==> src/mpb_pkg.sv <==
package mpb_pkg;

	// ----------------------------------------------------------------
	// Frame geometry
	// ----------------------------------------------------------------
	localparam int MPB_DATA_W = 8;
	localparam logic [3:0] MPB_ROWS = 4'h9;
	localparam logic [3:0] MPB_PTR_ROW = 4'h3;
	localparam logic [3:0] MPB_J0_ROW = 4'h0;
	localparam logic [3:0] MPB_K_ROW = 4'h4;
	// STM-1 columns: 270 total, 9 of overhead
	localparam logic [8:0] MPB_COLS_STM1 = 9'h10e;
	localparam logic [8:0] MPB_SOH_STM1 = 9'h009;
	localparam logic [8:0] MPB_J0_COL_STM1 = 9'h006;
	localparam logic [8:0] MPB_K1_COL_STM1 = 9'h003;
	localparam logic [8:0] MPB_K2_COL_STM1 = 9'h006;
	// STM-0 columns: 90 total, 3 of overhead
	localparam logic [8:0] MPB_COLS_STM0 = 9'h05a;
	localparam logic [8:0] MPB_SOH_STM0 = 9'h003;
	localparam logic [8:0] MPB_J0_COL_STM0 = 9'h002;
	localparam logic [8:0] MPB_K1_COL_STM0 = 9'h001;
	localparam logic [8:0] MPB_K2_COL_STM0 = 9'h002;

	// ----------------------------------------------------------------
	// Rates and clocking
	// ----------------------------------------------------------------
	localparam int MPB_CLK_KHZ = 20000;
	localparam int MPB_STM0_KHZ = 6480;
	localparam int MPB_STM1_KHZ = 19440;
	localparam int MPB_HALF_DIV_DEF = 4;
	localparam logic [7:0] MPB_DIV_RST = 8'h00;
	localparam logic [7:0] MPB_BYTE_RST = 8'h00;

	// ----------------------------------------------------------------
	// Types
	// ----------------------------------------------------------------
	typedef struct packed {
		logic [3:0] row;
		logic [8:0] col;
	} mpb_pos_t;

	localparam mpb_pos_t MPB_POS_RST = '{row: 4'h0, col: 9'h000};

	typedef struct packed {
		logic [7:0] data;
		logic frame;
	} mpb_tx_pin_t;

	typedef struct packed {
		logic [7:0] data;
		logic frame;
		logic payload_en;
		logic signal_fail;
		logic signal_degrade;
	} mpb_rx_pin_t;

	typedef struct packed {
		logic [7:0] data;
		logic frame;
		logic payload_en;
	} mpb_rx_src_t;

	typedef enum logic [1:0] {
		MPB_HUNT = 2'b00,
		MPB_ALIGN = 2'b01,
		MPB_LOCK = 2'b11
	} mpb_align_t;

endpackage : mpb_pkg

==> src/mpb_sync.sv <==
module mpb_sync
	import mpb_pkg::*;
#(
	parameter int W = 1
) (
	input wire logic clk_i,
	input wire logic reset_n_i,
	input wire logic ce_i,
	input wire logic [W-1:0] d_i,
	output logic [W-1:0] q_o
);

	// ----------------------------------------------------------------
	// Three-stage sampler
	// ----------------------------------------------------------------
	logic [W-1:0] s1_q;
	logic [W-1:0] s2_q;
	logic [W-1:0] s3_q;
	logic [W-1:0] agree;

	if (W < 1) begin : g_chk
		$error("mpb_sync needs W of at least one");
	end

	// A bit counts only once stages two and three agree
	assign agree = ~(s2_q ^ s3_q);

	// Stage one feeds stage two only, to keep metastability contained
	always_ff @(posedge clk_i) begin
		if (!reset_n_i) begin
			s1_q <= '0;
			s2_q <= '0;
			s3_q <= '0;
			q_o <= '0;
		end else if (ce_i) begin
			s1_q <= d_i;
			s2_q <= s1_q;
			s3_q <= s2_q;
			q_o <= (agree & s3_q) | (~agree & q_o);
		end
	end

endmodule : mpb_sync

==> src/mpb_port.sv <==
// Operation
// - Tx slave keeps only AU bytes valid
// - Tx slave samples on link clock fall
// - Tx J0 pulse aligns transmit frame
// - Tx slave payload enable stays undriven
// - Tx clock out feeds overhead bus
// - Rx master accepts framed data bytes
// - Rx master clock out feeds overhead
// - Rx J0 pulse recovers switching bytes
// - Payload enable marks container bytes
// - Rx master accepts fail and degrade
// - Rx slave drives framed data out
// - Rx slave ignores receive clock input
// - Rx slave clock out, data on rise
// - Rx clock out feeds overhead bus
// - Rx slave pulses frame at J0
// - Rx slave payload enable marks container
// - Rx slave drives fail and degrade
module mpb_port
	import mpb_pkg::*;
#(
	parameter int HALF_DIV = MPB_HALF_DIV_DEF
) (
	input wire logic clk_i,
	input wire logic reset_n_i,
	input wire logic ce_i,
	input wire logic rate_select_i,
	input wire logic tx_slave_i,
	input wire logic rx_slave_i,
	input wire logic tx_prot_clk_in_i,
	input wire mpb_tx_pin_t tx_prot_i,
	output logic tx_prot_clk_out_o,
	output logic tx_prot_payload_en_o,
	output logic tx_prot_payload_en_oe_o,
	output logic [7:0] tx_byte_o,
	output logic tx_byte_valid_o,
	output logic tx_byte_stb_o,
	output logic tx_frame_align_o,
	output logic tx_locked_o,
	input wire logic rx_prot_clk_in_i,
	input wire mpb_rx_pin_t rx_prot_i,
	output mpb_rx_pin_t rx_prot_o,
	output logic rx_prot_oe_o,
	output logic rx_prot_clk_out_o,
	input wire mpb_rx_src_t rx_src_i,
	input wire logic rx_defect_i,
	input wire logic rx_degrade_i,
	output logic rx_src_take_o,
	output logic [7:0] rx_vc_byte_o,
	output logic rx_vc_valid_o,
	output logic rx_frame_o,
	output logic [7:0] rx_k1_o,
	output logic [7:0] rx_k2_o,
	output logic rx_aps_valid_o,
	output logic rx_sf_o,
	output logic rx_sd_o
);

	// ----------------------------------------------------------------
	// Frame position helpers
	// ----------------------------------------------------------------
	function automatic logic [8:0] mpb_cols(input logic stm1);
		return stm1 ? MPB_COLS_STM1 : MPB_COLS_STM0;
	endfunction : mpb_cols

	function automatic mpb_pos_t mpb_advance(input mpb_pos_t p,
		input logic stm1);
		mpb_pos_t n;
		n = p;
		if (p.col >= mpb_cols(stm1) - 9'h001) begin
			n.col = 9'h000;
			n.row = (p.row >= MPB_ROWS - 4'h1) ? 4'h0 : p.row + 4'h1;
		end else begin
			n.col = p.col + 9'h001;
		end
		return n;
	endfunction : mpb_advance

	function automatic logic mpb_in_soh(input mpb_pos_t p,
		input logic stm1);
		return p.col < (stm1 ? MPB_SOH_STM1 : MPB_SOH_STM0);
	endfunction : mpb_in_soh

	function automatic mpb_pos_t mpb_at(input logic [3:0] r,
		input logic [8:0] c1, input logic [8:0] c0, input logic stm1);
		mpb_pos_t n;
		n.row = r;
		n.col = stm1 ? c1 : c0;
		return n;
	endfunction : mpb_at

	if (HALF_DIV < 1 || HALF_DIV > 255) begin : g_chk
		$error("mpb_port HALF_DIV must lie in 1..255");
	end

	// ----------------------------------------------------------------
	// Shared decode
	// ----------------------------------------------------------------
	wire mpb_pos_t j0_pos = mpb_at(MPB_J0_ROW, MPB_J0_COL_STM1,
		MPB_J0_COL_STM0, rate_select_i);
	wire mpb_pos_t k1_pos = mpb_at(MPB_K_ROW, MPB_K1_COL_STM1,
		MPB_K1_COL_STM0, rate_select_i);
	wire mpb_pos_t k2_pos = mpb_at(MPB_K_ROW, MPB_K2_COL_STM1,
		MPB_K2_COL_STM0, rate_select_i);

	// ----------------------------------------------------------------
	// Transmit slave side
	// ----------------------------------------------------------------
	logic [9:0] tx_sync;
	logic tx_clk_q;
	mpb_pos_t tx_pos_q;
	mpb_align_t tx_state_q;
	mpb_align_t tx_state_d;

	mpb_sync #(.W(10)) u_tx_sync (
		.clk_i(clk_i),
		.reset_n_i(reset_n_i),
		.ce_i(ce_i),
		.d_i({tx_prot_clk_in_i, tx_prot_i}),
		.q_o(tx_sync)
	);

	wire tx_clk_s = tx_sync[9];
	wire mpb_tx_pin_t tx_pin = mpb_tx_pin_t'(tx_sync[8:0]);
	wire tx_take = tx_slave_i & tx_clk_q & ~tx_clk_s;
	wire mpb_pos_t tx_exp_pos = mpb_advance(tx_pos_q, rate_select_i);
	wire mpb_pos_t tx_cur_pos = tx_pin.frame ? j0_pos : tx_exp_pos;
	wire tx_j0_ok = (tx_exp_pos == j0_pos);
	wire tx_au_byte = ~mpb_in_soh(tx_cur_pos, rate_select_i) |
		(tx_cur_pos.row == MPB_PTR_ROW);

	// Lock needs two J0 pulses a frame apart; a stray one restarts it
	always_comb begin
		tx_state_d = tx_state_q;
		case (tx_state_q)
			MPB_HUNT: begin
				if (tx_take && tx_pin.frame)
					tx_state_d = MPB_ALIGN;
			end
			MPB_ALIGN, MPB_LOCK: begin
				if (tx_take && tx_pin.frame)
					tx_state_d = tx_j0_ok ? MPB_LOCK : MPB_ALIGN;
			end
			default: tx_state_d = MPB_HUNT;
		endcase
	end

	// Byte capture and frame counter
	always_ff @(posedge clk_i) begin
		if (!reset_n_i) begin
			tx_clk_q <= 1'b0;
			tx_pos_q <= MPB_POS_RST;
			tx_state_q <= MPB_HUNT;
			tx_byte_o <= MPB_BYTE_RST;
			tx_byte_valid_o <= 1'b0;
			tx_byte_stb_o <= 1'b0;
			tx_frame_align_o <= 1'b0;
		end else if (ce_i) begin
			tx_clk_q <= tx_clk_s;
			tx_state_q <= tx_slave_i ? tx_state_d : MPB_HUNT;
			tx_byte_stb_o <= tx_take;
			tx_frame_align_o <= tx_take & tx_pin.frame;
			if (tx_take) begin
				tx_pos_q <= tx_cur_pos;
				tx_byte_o <= tx_pin.data;
				tx_byte_valid_o <= tx_au_byte;
			end
		end
	end

	// Pin side outputs; the payload enable pin is never driven here
	always_ff @(posedge clk_i) begin
		if (!reset_n_i) begin
			tx_prot_clk_out_o <= 1'b0;
			tx_prot_payload_en_o <= 1'b0;
			tx_prot_payload_en_oe_o <= 1'b0;
			tx_locked_o <= 1'b0;
		end else if (ce_i) begin
			tx_prot_clk_out_o <= tx_slave_i & tx_clk_s;
			tx_prot_payload_en_o <= 1'b0;
			tx_prot_payload_en_oe_o <= 1'b0;
			tx_locked_o <= (tx_state_d == MPB_LOCK) & tx_slave_i;
		end
	end

	// ----------------------------------------------------------------
	// Receive master side
	// ----------------------------------------------------------------
	logic [12:0] rx_sync;
	logic rx_clk_q;
	mpb_pos_t rx_pos_q;

	mpb_sync #(.W(13)) u_rx_sync (
		.clk_i(clk_i),
		.reset_n_i(reset_n_i),
		.ce_i(ce_i),
		.d_i({rx_prot_clk_in_i, rx_prot_i}),
		.q_o(rx_sync)
	);

	wire rx_clk_s = rx_sync[12];
	wire mpb_rx_pin_t rx_pin = mpb_rx_pin_t'(rx_sync[11:0]);
	// Pins change on the peer's rising edge, so sample mid-byte
	// clock ignored in slave
	wire rx_take = ~rx_slave_i & rx_clk_q & ~rx_clk_s;
	wire mpb_pos_t rx_cur_pos = rx_pin.frame ? j0_pos :
		mpb_advance(rx_pos_q, rate_select_i);
	wire rx_k1_hit = rx_take & (rx_cur_pos == k1_pos);
	wire rx_k2_hit = rx_take & (rx_cur_pos == k2_pos);

	always_ff @(posedge clk_i) begin
		if (!reset_n_i) begin
			rx_clk_q <= 1'b0;
			rx_pos_q <= MPB_POS_RST;
			rx_vc_byte_o <= MPB_BYTE_RST;
			rx_vc_valid_o <= 1'b0;
			rx_frame_o <= 1'b0;
		end else if (ce_i) begin
			rx_clk_q <= rx_clk_s;
			rx_vc_valid_o <= rx_take & rx_pin.payload_en;
			rx_frame_o <= rx_take & rx_pin.frame;
			if (rx_take) begin
				rx_pos_q <= rx_cur_pos;
				rx_vc_byte_o <= rx_pin.data;
			end
		end
	end

	always_ff @(posedge clk_i) begin
		if (!reset_n_i) begin
			rx_k1_o <= MPB_BYTE_RST;
			rx_k2_o <= MPB_BYTE_RST;
			rx_aps_valid_o <= 1'b0;
		end else if (ce_i) begin
			rx_aps_valid_o <= rx_k2_hit;
			if (rx_k1_hit)
				rx_k1_o <= rx_pin.data;
			if (rx_k2_hit)
				rx_k2_o <= rx_pin.data;
		end
	end

	always_ff @(posedge clk_i) begin
		if (!reset_n_i) begin
			rx_sf_o <= 1'b0;
			rx_sd_o <= 1'b0;
		end else if (ce_i) begin
			rx_sf_o <= ~rx_slave_i & rx_pin.signal_fail;
			rx_sd_o <= ~rx_slave_i & rx_pin.signal_degrade;
		end
	end

	// ----------------------------------------------------------------
	// Receive byte clock and slave drive
	// ----------------------------------------------------------------
	logic [7:0] div_q;
	localparam logic [7:0] DIV_LAST = 8'(HALF_DIV - 1);
	wire div_end = (div_q == DIV_LAST);
	wire rx_rise = div_end & ~rx_prot_clk_out_o;
	wire rx_slave_take = rx_slave_i & rx_rise;

	always_ff @(posedge clk_i) begin
		if (!reset_n_i) begin
			div_q <= MPB_DIV_RST;
			rx_prot_clk_out_o <= 1'b0;
		end else if (ce_i) begin
			div_q <= div_end ? MPB_DIV_RST : div_q + 8'h01;
			if (div_end)
				rx_prot_clk_out_o <= ~rx_prot_clk_out_o;
		end
	end

	// Data and markers move in the same edge as the clock rises
	always_ff @(posedge clk_i) begin
		if (!reset_n_i) begin
			rx_prot_o <= '0;
			rx_prot_oe_o <= 1'b0;
			rx_src_take_o <= 1'b0;
		end else if (ce_i) begin
			rx_prot_oe_o <= rx_slave_i;
			rx_src_take_o <= rx_slave_take;
			rx_prot_o.signal_fail <= rx_slave_i & rx_defect_i;
			rx_prot_o.signal_degrade <= rx_slave_i & rx_degrade_i;
			if (rx_slave_take) begin
				rx_prot_o.data <= rx_src_i.data;
				rx_prot_o.frame <= rx_src_i.frame;
				rx_prot_o.payload_en <= rx_src_i.payload_en;
			end
		end
	end
endmodule : mpb_port

==> config.mk <==
export PLATFORM = sky130hd
export DESIGN_NAME = mpb_port
export DESIGN_NICKNAME = d
export VERILOG_FILES = /design/src/mpb_pkg.sv /design/src/mpb_sync.sv /design/src/mpb_port.sv
export SDC_FILE = /design/constraint.sdc
export NUM_CORES = 1
export LEC_CHECK = 0
export ABC_CLOCK_PERIOD_IN_PS = 5100
export BUFFER_PORTS_ARGS = -buffer_cell sky130_fd_sc_hd__buf_2
export CORE_MARGIN = 4
export CORE_UTILIZATION = 58
export CTS_CLUSTER_SIZE = 10
export DETAILED_ROUTE_END_ITERATION = 10
export GPL_ROUTABILITY_DRIVEN = 1
export PLACE_DENSITY = 0.79
export SLEW_MARGIN = 20
export SYNTH_ARGS = -nofsm -noshare
export SYNTH_HDL_FRONTEND = slang
export SYNTH_SLANG_ARGS = --single-unit
==> constraint.sdc <==
create_clock -name clk_i -period 5.1 [get_ports clk_i]
set_clock_uncertainty 0.1 [all_clocks]
set_input_delay 0.765 -clock clk_i [delete_from_list [all_inputs] [get_ports clk_i]]
set_output_delay 0.765 -clock clk_i [all_outputs]
set_load 0.02 [all_outputs]
# --- Yosys cells after proc, flatten, opt, wreduce, memory -nomap -nowiden ---
# Cells that the tools add are included.
word_totals:
  wordCells: 119
  ff_bits: 187
  in_bits: 41
  output_inout_bits: 59
classes:
  n_lt_le_gt_ge: 5
  eq_ne: 8
  n_addsub: 6
  n_bitwise: 35
  n_reduce_logical: 9
  mux: 18
op_table:
  columns: ["operator", "count"]
  rows:
  - ["$mux W9", 3]
  - ["$and A13 B13 Y13", 2]
  - ["$eq A13 B12 Y1", 2]
  - ["$mux W13", 2]
  - ["$not A13 Y13", 2]
  - ["$and A10 B10 Y10", 2]
  - ["$mux W4", 5]
  - ["$not A10 Y10", 2]
  - ["$add A9 B1 Y9 const B", 2]
  - ["$ge A9 B9 Y1", 2]
  - ["$and A1 B1 Y1", 17]
  - ["$eq A13 B3 Y1", 1]
  - ["$or A13 B13 Y13", 1]
  - ["$xor A13 B13 Y13", 1]
  - ["$reduce_and A2 Y1", 6]
  - ["$mux W2", 5]
  - ["$or A10 B10 Y10", 1]
  - ["$xor A10 B10 Y10", 1]
  - ["$lt A9 B4 Y1", 1]
  - ["$sub A9 B1 Y9 const B", 1]
  - ["$add A4 B1 Y4 const B", 2]
  - ["$add A8 B1 Y8 const B", 1]
  - ["$eq A8 B2 Y1 const B", 1]
  - ["$ge A4 B4 Y1 const B", 2]
  - ["11 further kinds", 16]

# --- Depth between registers and ports, before layout ---
# Gate-level depths: netlist of run 1.
logic_depth:
  ltp_word: 10
  depth_mapped: 16
  mapped_depth_nobuf: 14

# --- Cells and area by module ---
# From an unflattened synthesis of run 1, not the netlist that was laid out.
unflattened:
  hier_cells: 932
  area_unflattened_um2: 8500.7
by_module_without_submodules:
  columns: ["mod", "area_per_inst_um2", "instances", "cells_per_inst", "seq_area_each_um2"]
  rows:
  - ["mpb_port", 4638.2, 1, 561, 1901.8]
  - ["mpb_sync at u_rx_sync", 2138.3, 1, 209, 1041.0]
  - ["mpb_sync at u_tx_sync", 1724.2, 1, 162, 800.8]

# --- Worst setup path before layout of run 1 ---
# No wires, ideal clock.
synth_timing:
  kind: "input to register"
  startpoint: "input rate_select_i"
  endpoint: "register tx_byte_valid_o"
  setup_time_ns: 0.138
  n_path_buf: 2
  arrival_time_ns: 3.673
  path_slack_ns: 1.189
  required_ns: 4.862
  stages: 16
  path_cell_list: "clkbuf_1 > inv_1 > ha_1 > o31a_1 > o211ai_1 > a31oi_2 > clkbuf_1 > nor2_1 > or2_2 > ha_1 > inv_1 > o21ai_0 > o21ai_0 > o2111ai_1 > a2111oi_0 > o22ai_1"
synth_rtl:
  columns: ["element", "line_no", "source"]
  rows:
  - ["start: declaration", "mpb_port.sv:27", "input wire logic rate_select_i,"]
  - ["end signal: assignment", "mpb_port.sv:166", "tx_byte_valid_o <= tx_au_byte;"]
  - ["end: declaration", "mpb_port.sv:36", "output logic tx_byte_valid_o,"]

==> run_results.csv, run 1 <==
group,metric,value,unit
status,status,"finished clean",
global_routing,grt_pass1_wl,28.2,mm
timing,finalSetupTns,0,ps
finish,nets,1029,
route,num_vias,6361,
worst_setup_path,cp.arrival,3750,ps
synthesis,synth_seq_cells,187,
clocking,clock_latency,430,ps
finish,synthToLayoutAreaGrowth,13.1,%
synthesis,synth_top_cell_area_share,0.445,
floorplan,start_util,0.599,
synthesis,synthCells,903,
clocking,holdBufCountCts,0,
clocking,post_cts_buffers,0,
finish,postLayoutCoreUtil,0.678,
route,drc,0,
placement,routabilityCongestion,0.855,
power,power_density,309,nW/um^2
synthesis,syn_area,8410,sq um
timing,setup_viol,0,
clocking,clkTransAtPathRegs,70,ps
power,p_leak,4.13,nW
clocking,cts_tree,"done",
worst_setup_path,cp_max_fo,17,
global_routing,grt_use_total,0.208,
floorplan,chipWidth,128,um
clocking,cts_sinks,187,
clocking,cts_buffer_depth,2,
synthesis,ys.flop_type,"dfxtp_1",
floorplan,dieArea,16500,sq um
worst_setup_path,critPathRequiredTime,5290,ps
placement,place_area,8940,sq um
synthesis,synthTopCellsByArea,"dfxtp_1 45%, mux2i_1 12%, nor2b_1 7.1%",
global_routing,grt_max_degree,78,
placement,portBuffers,97,
synthesis,syn_area_per_cell,9.32,sq um
timing,fin_ws,1540,ps
placement,dp_hpwl,10.9,mm
placement,place_ws,1140,ps
route,wl_per_cell,14.7,um
synthesis,synthArstFlopShare,0,
clocking,cts_buffers,17,
floorplan,ios,100,
timing,tightestPinTransition,994,ps
timing,fmax,281,MHz
timing,finalHoldViolations,0,
clocking,h-tree-depth,4,
finish,drive_gt1_frac,0.154,
route,viasPerCell,5.48,
route,wl,17.1,mm
clocking,postCtsResizedCells,0,
hold_path,hold_class,"flip-flop to flip-flop",
timing,drv_slew,0,
floorplan,die_y,128,um
global_routing,first_global_vias,5892,
global_routing,grt.overflow.total,0,
finish,stdcell_area,9520,sq um
floorplan,coreArea,14000,sq um
synthesis,yosys_warnings,0,
synthesis,synth-edff-count,0,
route,ant_nets,0,
timing,fin_crit,3560,ps
route,dr.pass1.iters,4,
worst_setup_path,worst_setup_path_start_kind,"primary input",
power,vdd_drop_max,0.231,mV
finish,diodes,0,
run,cap_viol_max_count,0,
timing,relSlewSlack,0.338,
timing,fin_crit_sh,0.697,
route,drt_iter0_drc,484,
worst_setup_path,crit_type,"primary input to flip-flop",
floorplan,num_rows,43,
worst_setup_path,cp-end-kind,"flip-flop",
synthesis,seq_area_frac_synth,0.445,
timing,rsz0062_at_grt,"false",
timing,whs,363,ps
synthesis,yosys.area.top_type,"dfxtp_1",
clocking,root_buffer,"clkbuf_16",
global_routing,antenna_found_initial,0,
synthesis,synthTopCellsByCount,"187 x dfxtp_1, 119 x nand2_1, 101 x mux2i_1",
synthesis,synth.most_common_cell,"dfxtp_1",
finish,fillers,1143,
synthesis,synth_cell_types,65,
==> final cells by class <==
class	count	area (sq um)	area share
clock inverters	11	136	0.0143
well taps	180	225	0.0237
repair buffers	104	543	0.0571
inverters	14	52.6	0.00552
clock buffers	20	437	0.0459
multi-input cells	645	4380	0.460
flip-flops and latches	187	3740	0.393
==> power breakdown <==
group	switching (mW)	total (mW)	internal, mW
logic	0.0780	0.146	0.0680
clock network	0.568	1.30	0.729
registers	0.0170	1.50	1.48
total	0.663	2.94	2.28
==> per-layer routing <==
layer / track usage / up-vias / routed length (um)
met2: 0.321 / 113 / 7830
met1: 0.287 / 2976 / 8340
met5: 0 / - / 0
met3: 0.0515 / 18 / 732
met4: 0.0662 / 0 / 196
li1: - / 3254 / -
==> cells in the final DEF, fill, tap and decap left out, types with 19 or more instances in the layout <==
cell type    n
dfxtp_1    187
nand2_1    119
mux2i_1    101
nor2b_1     95
buf_2       95
a21boi_0    48
o21ai_0     47
nor2_1      25
a21o_1      24
ha_1        19
==> worst paths after layout <==
| check | depth (start not counted) | endpoint | start | slack, ps |
|---|---|---|---|---|
| worst max-delay path | 16 | tx_byte_valid_o | rate_select_i | 1540 |
| worst min-delay path | 2 | tx_byte_o[1] | tx_byte_o[1] | 360 |
| worst max register to register | 14 | tx_byte_valid_o | tx_pos_q[0] | 1920 |
| worst min register to register | 2 | tx_byte_o[1] | tx_byte_o[1] | 360 |
==> metrics by stage <==
stage / total power [mW] / std cells
2_1_floorplan: 1.64 / 904
3_3_place_gp: 1.68 / 1130
3_5_place_dp: 1.68 / 1130
4_1_cts: 2.97 / 1161
5_1_grt: 3.05 / 1161
6_report: 2.94 / 1161
==> logic make-up after synthesis <==
family / synth area share
AO/OA/AOI/OAI: 0.146
XOR/XNOR: 0.0167
adder cells (fa/ha/maj): 0.0283
buffers and inverters: 0.0350
flip-flops: 0.445
multiplexers: 0.122
other: 0.000446
AND/OR/NAND/NOR: 0.206
==> worst max-delay path, cell delays in order <==
cell	delay (ps)
buf_2	260
inv_1	180
ha_1	310
o31a_1	130
o211ai_1	90
a31oi_2	150
buf_4	240
nor2_1	70
or2_2	270
ha_1	270
inv_1	50
o21ai_0	60
o21ai_0	180
o2111ai_1	120
a2111oi_0	460
o22ai_1	140
Note: power is estimated with default switching activity, not from simulation.
==> inputs of run 2 (changes only) <==
ABC_CLOCK_PERIOD_IN_PS = 3300   (was 5100)
clock period = 3.3 ns   (was 5.1 ns; I/O delays follow)
==> run 2 against run 1 <==
Net effect:
- register-to-register slack worse by 1500 ps
- global-route usage increased by 0.54 points
- core utilization grew 0.69 points
- wire length grew 1.1%
- critical path type is now flip-flop to flip-flop
==> run_results.csv, run 2 (synthesis gave the netlist of run 1 again) <==
group,metric,value,unit
route,wl,17.3,mm
floorplan,die_y,128,um
timing,setup_viol,0,
clocking,clkTransAtPathRegs,70,ps
floorplan,chipWidth,128,um
floorplan,dieArea,16500,sq um
route,wl_per_cell,14.8,um
worst_setup_path,max_stage_delay,440,ps
clocking,cts_tree,"done",
finish,diodes,0,
power,p_leak,4.20,nW
timing,finalHoldViolations,0,
finish,postLayoutCoreUtil,0.684,
clocking,clock_latency,420,ps
timing,relSlewSlack,0.599,
power,p_sw_frac,0.222,
worst_setup_path,crit_family,"compound AO/OA/AOI/OAI gates",
clocking,post_cts_buffers,0,
worst_setup_path,cp_common_cell,"ha_1",
power,power_density,475,nW/um^2
power,seqPwrFrac,0.509,
power,p_int,3.55,mW
global_routing,grt.overflow.total,0,
finish,fillers,1157,
floorplan,num_rows,43,
timing,rsz0062_at_grt,"false",
worst_setup_path,path_cells,"ha_1, or3_1, a21oi_1, a31oi_2, buf_4, nor3_1, ha_1, o21ai_1, o2111ai_1, a2111oi_1, o22ai_1",
clocking,root_buffer,"clkbuf_16",
timing,fmax,345,MHz
clocking,cts_buffers,17,
route,viasPerCell,5.51,
run,cap_viol_max_count,0,
timing,drv_slew,0,
route,num_vias,6452,
global_routing,antenna_found_initial,1,
global_routing,grt_use_total,0.213,
worst_setup_path,critPathBufInv,1,
route,drt_iter0_drc,413,
floorplan,coreArea,14000,sq um
power,power,4.56,mW
worst_setup_path,r2r-start,"tx_pos_q[6]",
clocking,cts_sinks,187,
route,dr.pass1.iters,5,
power,clkPwrFrac,0.441,
global_routing,grt_max_degree,139,
placement,routabilityCongestion,0.871,
finish,nets,1037,
timing,fin_crit,2900,ps
global_routing,first_global_vias,5979,
finish,fin_cells,1170,
hold_path,hold_class,"primary input to flip-flop",
route,ant_nets,0,
timing,finalSetupTns,0,ps
finish,drive_gt1_frac,0.165,
power,p_sw,1.01,mW
finish,final_cell_mix,"187 x dfxtp_1, 119 x nand2_1, 101 x mux2i_1",
clocking,postCtsResizedCells,0,
status,status,"finished clean",
timing,tightestPinTransition,601,ps
floorplan,start_util,0.599,
worst_setup_path,slowest_stage,"dfxtp_1",
clocking,h-tree-depth,4,
timing,fin_crit_sh,0.879,
worst_setup_path,worst_setup_path_start_kind,"flip-flop",
placement,dp_hpwl,11.3,mm
worst_setup_path,cp.arrival,3090,ps
clocking,cts_buffer_depth,2,
worst_setup_path,crit_path_start,"tx_pos_q[6]",
finish,synthToLayoutAreaGrowth,14.3,%
route,drc,0,
worst_setup_path,cp_max_fo,16,
placement,portBuffers,97,
worst_setup_path,cp-end-kind,"flip-flop",
power,vdd_drop_max,0.358,mV
hold_path,min_from,"rx_src_i[3]",
worst_setup_path,critPathRequiredTime,3490,ps
power,pwr-share-comb,0.050,
finish,mostFrequentLayoutCell,"dfxtp_1",
worst_setup_path,crit_type,"flip-flop to flip-flop",
floorplan,ios,100,
placement,place_inst,1138,
clocking,holdBufCountCts,0,
global_routing,grt_pass1_wl,29.0,mm
run 2: changes by cell type in the layout (fill, tap and decap cells not counted), sizes merged:
| cell | previous run | this run |
|---|---|---|
| clkinv | 1 | 7 |
| buf | 104 | 112 |
| clkbuf | 20 | 19 |
| inv | 19 | 18 |
| clkinvlp | 3 | 0 |
run 2: power by group through the flow:
stage / logic (mW) / registers, mW / clock network (mW)
final: 0.230 / 2.32 / 2.01
after global placement: 0.227 / 2.37 / 0
after global routing: 0.254 / 2.33 / 2.14
after detailed placement: 0.231 / 2.37 / 0
after CTS: 0.233 / 2.32 / 2.05
after floorplan: 0.169 / 2.37 / 0
run 2: area by class of cell:
| cell class | instances | area [sq um] | area share |
|---|---|---|---|
| Clock buffer | 19 | 443 | 0.0461 |
| Tap cell | 180 | 225 | 0.0234 |
| Multi-Input combinational cell | 645 | 4380 | 0.456 |
| Inverter | 14 | 52.6 | 0.00547 |
| Clock inverter | 13 | 140 | 0.0146 |
| Sequential cell | 187 | 3740 | 0.389 |
| Timing Repair Buffer | 112 | 628 | 0.0653 |
run 2: path summary, 6_finish.rpt:
path / to / slack [ps] / cells after the start
worst max-delay path: tx_byte_valid_o / 400 / 11
worst min-delay path: rx_prot_o[5] / 220 / 3
worst max register to register: tx_byte_valid_o / 400 / 11
worst min register to register: rx_k2_o[0] / 360 / 2
run 2: layer usage:
layer  track usage  vias to the layer above  wire, um
li1              -                     3271         -
met2         0.337                      137      8180
met5             0                        -         7
met1         0.292                     3026      8180
met4        0.0743                        2       203
met3        0.0432                       16       715
run 2: through the flow:
step,hold WS [ps],worst slack (ps),area (sq um)
after global routing,222,99.3,9610
after floorplan,343,28.9,8440
final,225,400,9610
after CTS,210,322,9610
after detailed placement,352,44.4,9030
after global placement,342,130,9030
run 2: tightest hold or removal path, delay by kind of cell:
family / cells / cell delay, ps
muxes: 1 / 50
buffers and inverters: 1 / 70
and+or+nand+nor: 1 / 90
==> inputs of run 3 (changes only) <==
PLACE_DENSITY = 0.76   (was 0.79)
==> run 3 against run 2 <==
Net effect:
- fmax rose by 0.51%
- final area fell by 0.89%
- register-to-register slack barely moved
- largest cell class unchanged
==> run_results.csv, run 3 (synthesis gave the netlist of run 1 again) <==
group,metric,value,unit
floorplan,num_rows,43,
hold_path,hold_class,"primary input to flip-flop",
clocking,cts_buffer_depth,2,
timing,drv_slew,0,
route,drc,0,
floorplan,start_util,0.599,
power,power_density,460,nW/um^2
clocking,post_cts_buffers,0,
worst_setup_path,worst_setup_path_start_kind,"flip-flop",
timing,rsz0062_at_grt,"false",
worst_setup_path,crit_type,"flip-flop to flip-flop",
route,num_vias,6349,
finish,final_cell_mix,"187 x dfxtp_1, 119 x nand2_1, 101 x mux2i_1",
clocking,clock_latency,420,ps
worst_setup_path,cp-end-kind,"flip-flop",
timing,relSlewSlack,0.581,
floorplan,chipWidth,128,um
timing,fin_crit,2890,ps
global_routing,grt_max_degree,176,
timing,finalHoldViolations,0,
finish,fin_cells,1165,
global_routing,grt.overflow.total,0,
clocking,clkTransAtPathRegs,70,ps
placement,place_inst,1135,
clocking,cts_tree,"done",
timing,setup_viol,0,
route,viasPerCell,5.45,
finish,nets,1034,
clocking,h-tree-depth,4,
placement,place_area,9000,sq um
worst_setup_path,cp.arrival,3070,ps
floorplan,coreArea,14000,sq um
route,ant_nets,0,
route,wl_per_cell,14.7,um
finish,stdcell_area,9530,sq um
finish,drive_gt1_frac,0.159,
timing,fmax,347,MHz
power,p_leak,4.13,nW
run,cap_viol_max_count,0,
route,wl,17.1,mm
floorplan,die_y,128,um
clocking,cts_buffers,17,
status,status,"finished clean",
placement,portBuffers,97,
power,seqPwrFrac,0.529,
clocking,postCtsResizedCells,0,
finish,postLayoutCoreUtil,0.678,
placement,routabilityCongestion,0.881,
route,drt_iter0_drc,343,
timing,finalSetupTns,0,ps
route,dr.pass1.iters,5,
clocking,root_buffer,"clkbuf_16",
power,clkPwrFrac,0.419,
timing,tightestPinTransition,628,ps
power,p_int,3.37,mW
finish,synthToLayoutAreaGrowth,13.3,%
power,p_sw,1.01,mW
global_routing,grt_pass1_wl,28.7,mm
worst_setup_path,cp_max_fo,16,
global_routing,antenna_found_initial,0,
power,p_sw_frac,0.231,
worst_setup_path,critPathRequiredTime,3490,ps
floorplan,dieArea,16500,sq um
power,pwr-share-comb,0.052,
global_routing,first_global_vias,5817,
timing,fin_crit_sh,0.874,
finish,diodes,0,
finish,mostFrequentLayoutCell,"dfxtp_1",
global_routing,grt_use_total,0.211,
clocking,cts_sinks,187,
power,vdd_drop_max,0.379,mV
clocking,holdBufCountCts,0,
floorplan,ios,100,
placement,dp_hpwl,11.2,mm
power,power,4.38,mW
## run 3: changes by cell type in the layout (fill, tap and decap cells not counted), sizes merged
cell,before,now
clkinvlp,0,4
buf,112,109
bufinv,2,0
clkinv,7,2
inv,18,19
## run 3: area by class of cell
type / count / area [sq um]
Sequential cell: 187 / 3740
Tap cell: 180 / 225
Timing Repair Buffer: 109 / 606
Inverter: 14 / 52.6
Fill cell: 1111 / 4520
Multi-Input combinational cell: 645 / 4380
Clock inverter: 11 / 88.8
Clock buffer: 19 / 433
## run 3: path summary, 6_finish.rpt
| path | start | to | slack (ps) | depth (start not counted) |
|---|---|---|---|---|
| min reg2reg | rx_k1_o[4] | rx_k1_o[4] | 360 | 2 |
| min | tx_prot_i[4] | u_tx_sync.s1_q[4] | 230 | 3 |
| max | tx_pos_q[6] | tx_byte_valid_o | 410 | 11 |
| max reg2reg | tx_pos_q[6] | tx_byte_valid_o | 410 | 11 |
## run 3: per-stage QoR
step	worst slack [ps]	hold WS, ps
3_5_place_dp	49.0	354
4_1_cts	410	217
5_1_grt	152	220
3_3_place_gp	164	344
6_report	415	231
2_1_floorplan	28.9	343
## run 3: worst max-delay path, cell delays in order, from the launching register on
cell and delay [ps]:
dfxtp_1 440, ha_1 270, or3_1 300, a21oi_1 170, a31oi_2 60, buf_4 210, nor3_1 180, ha_1 260
o21ai_1 90, o2111ai_1 120, a2111oi_0 440, o22ai_1 110
## run 3: power by group through the flow
stage / registers, mW / logic, mW / clock network [mW]
floorplan: 2.37 / 0.169 / 0
global placement: 2.37 / 0.226 / 0
detailed placement: 2.37 / 0.229 / 0
CTS: 2.32 / 0.229 / 1.87
global route: 2.33 / 0.253 / 1.96
finish: 2.32 / 0.227 / 1.84
## run 3: metal layers
layer | GRT usage | routed length [um] | up-vias | share of wire
li1 | - | - | 3276 | -
met1 | 0.303 | 8540 | 2944 | 0.50
met2 | 0.318 | 7680 | 112 | 0.45
met3 | 0.0523 | 655 | 17 | 0.038
met4 | 0.0537 | 226 | 0 | 0.013
met5 | 0 | 0 | - | 0
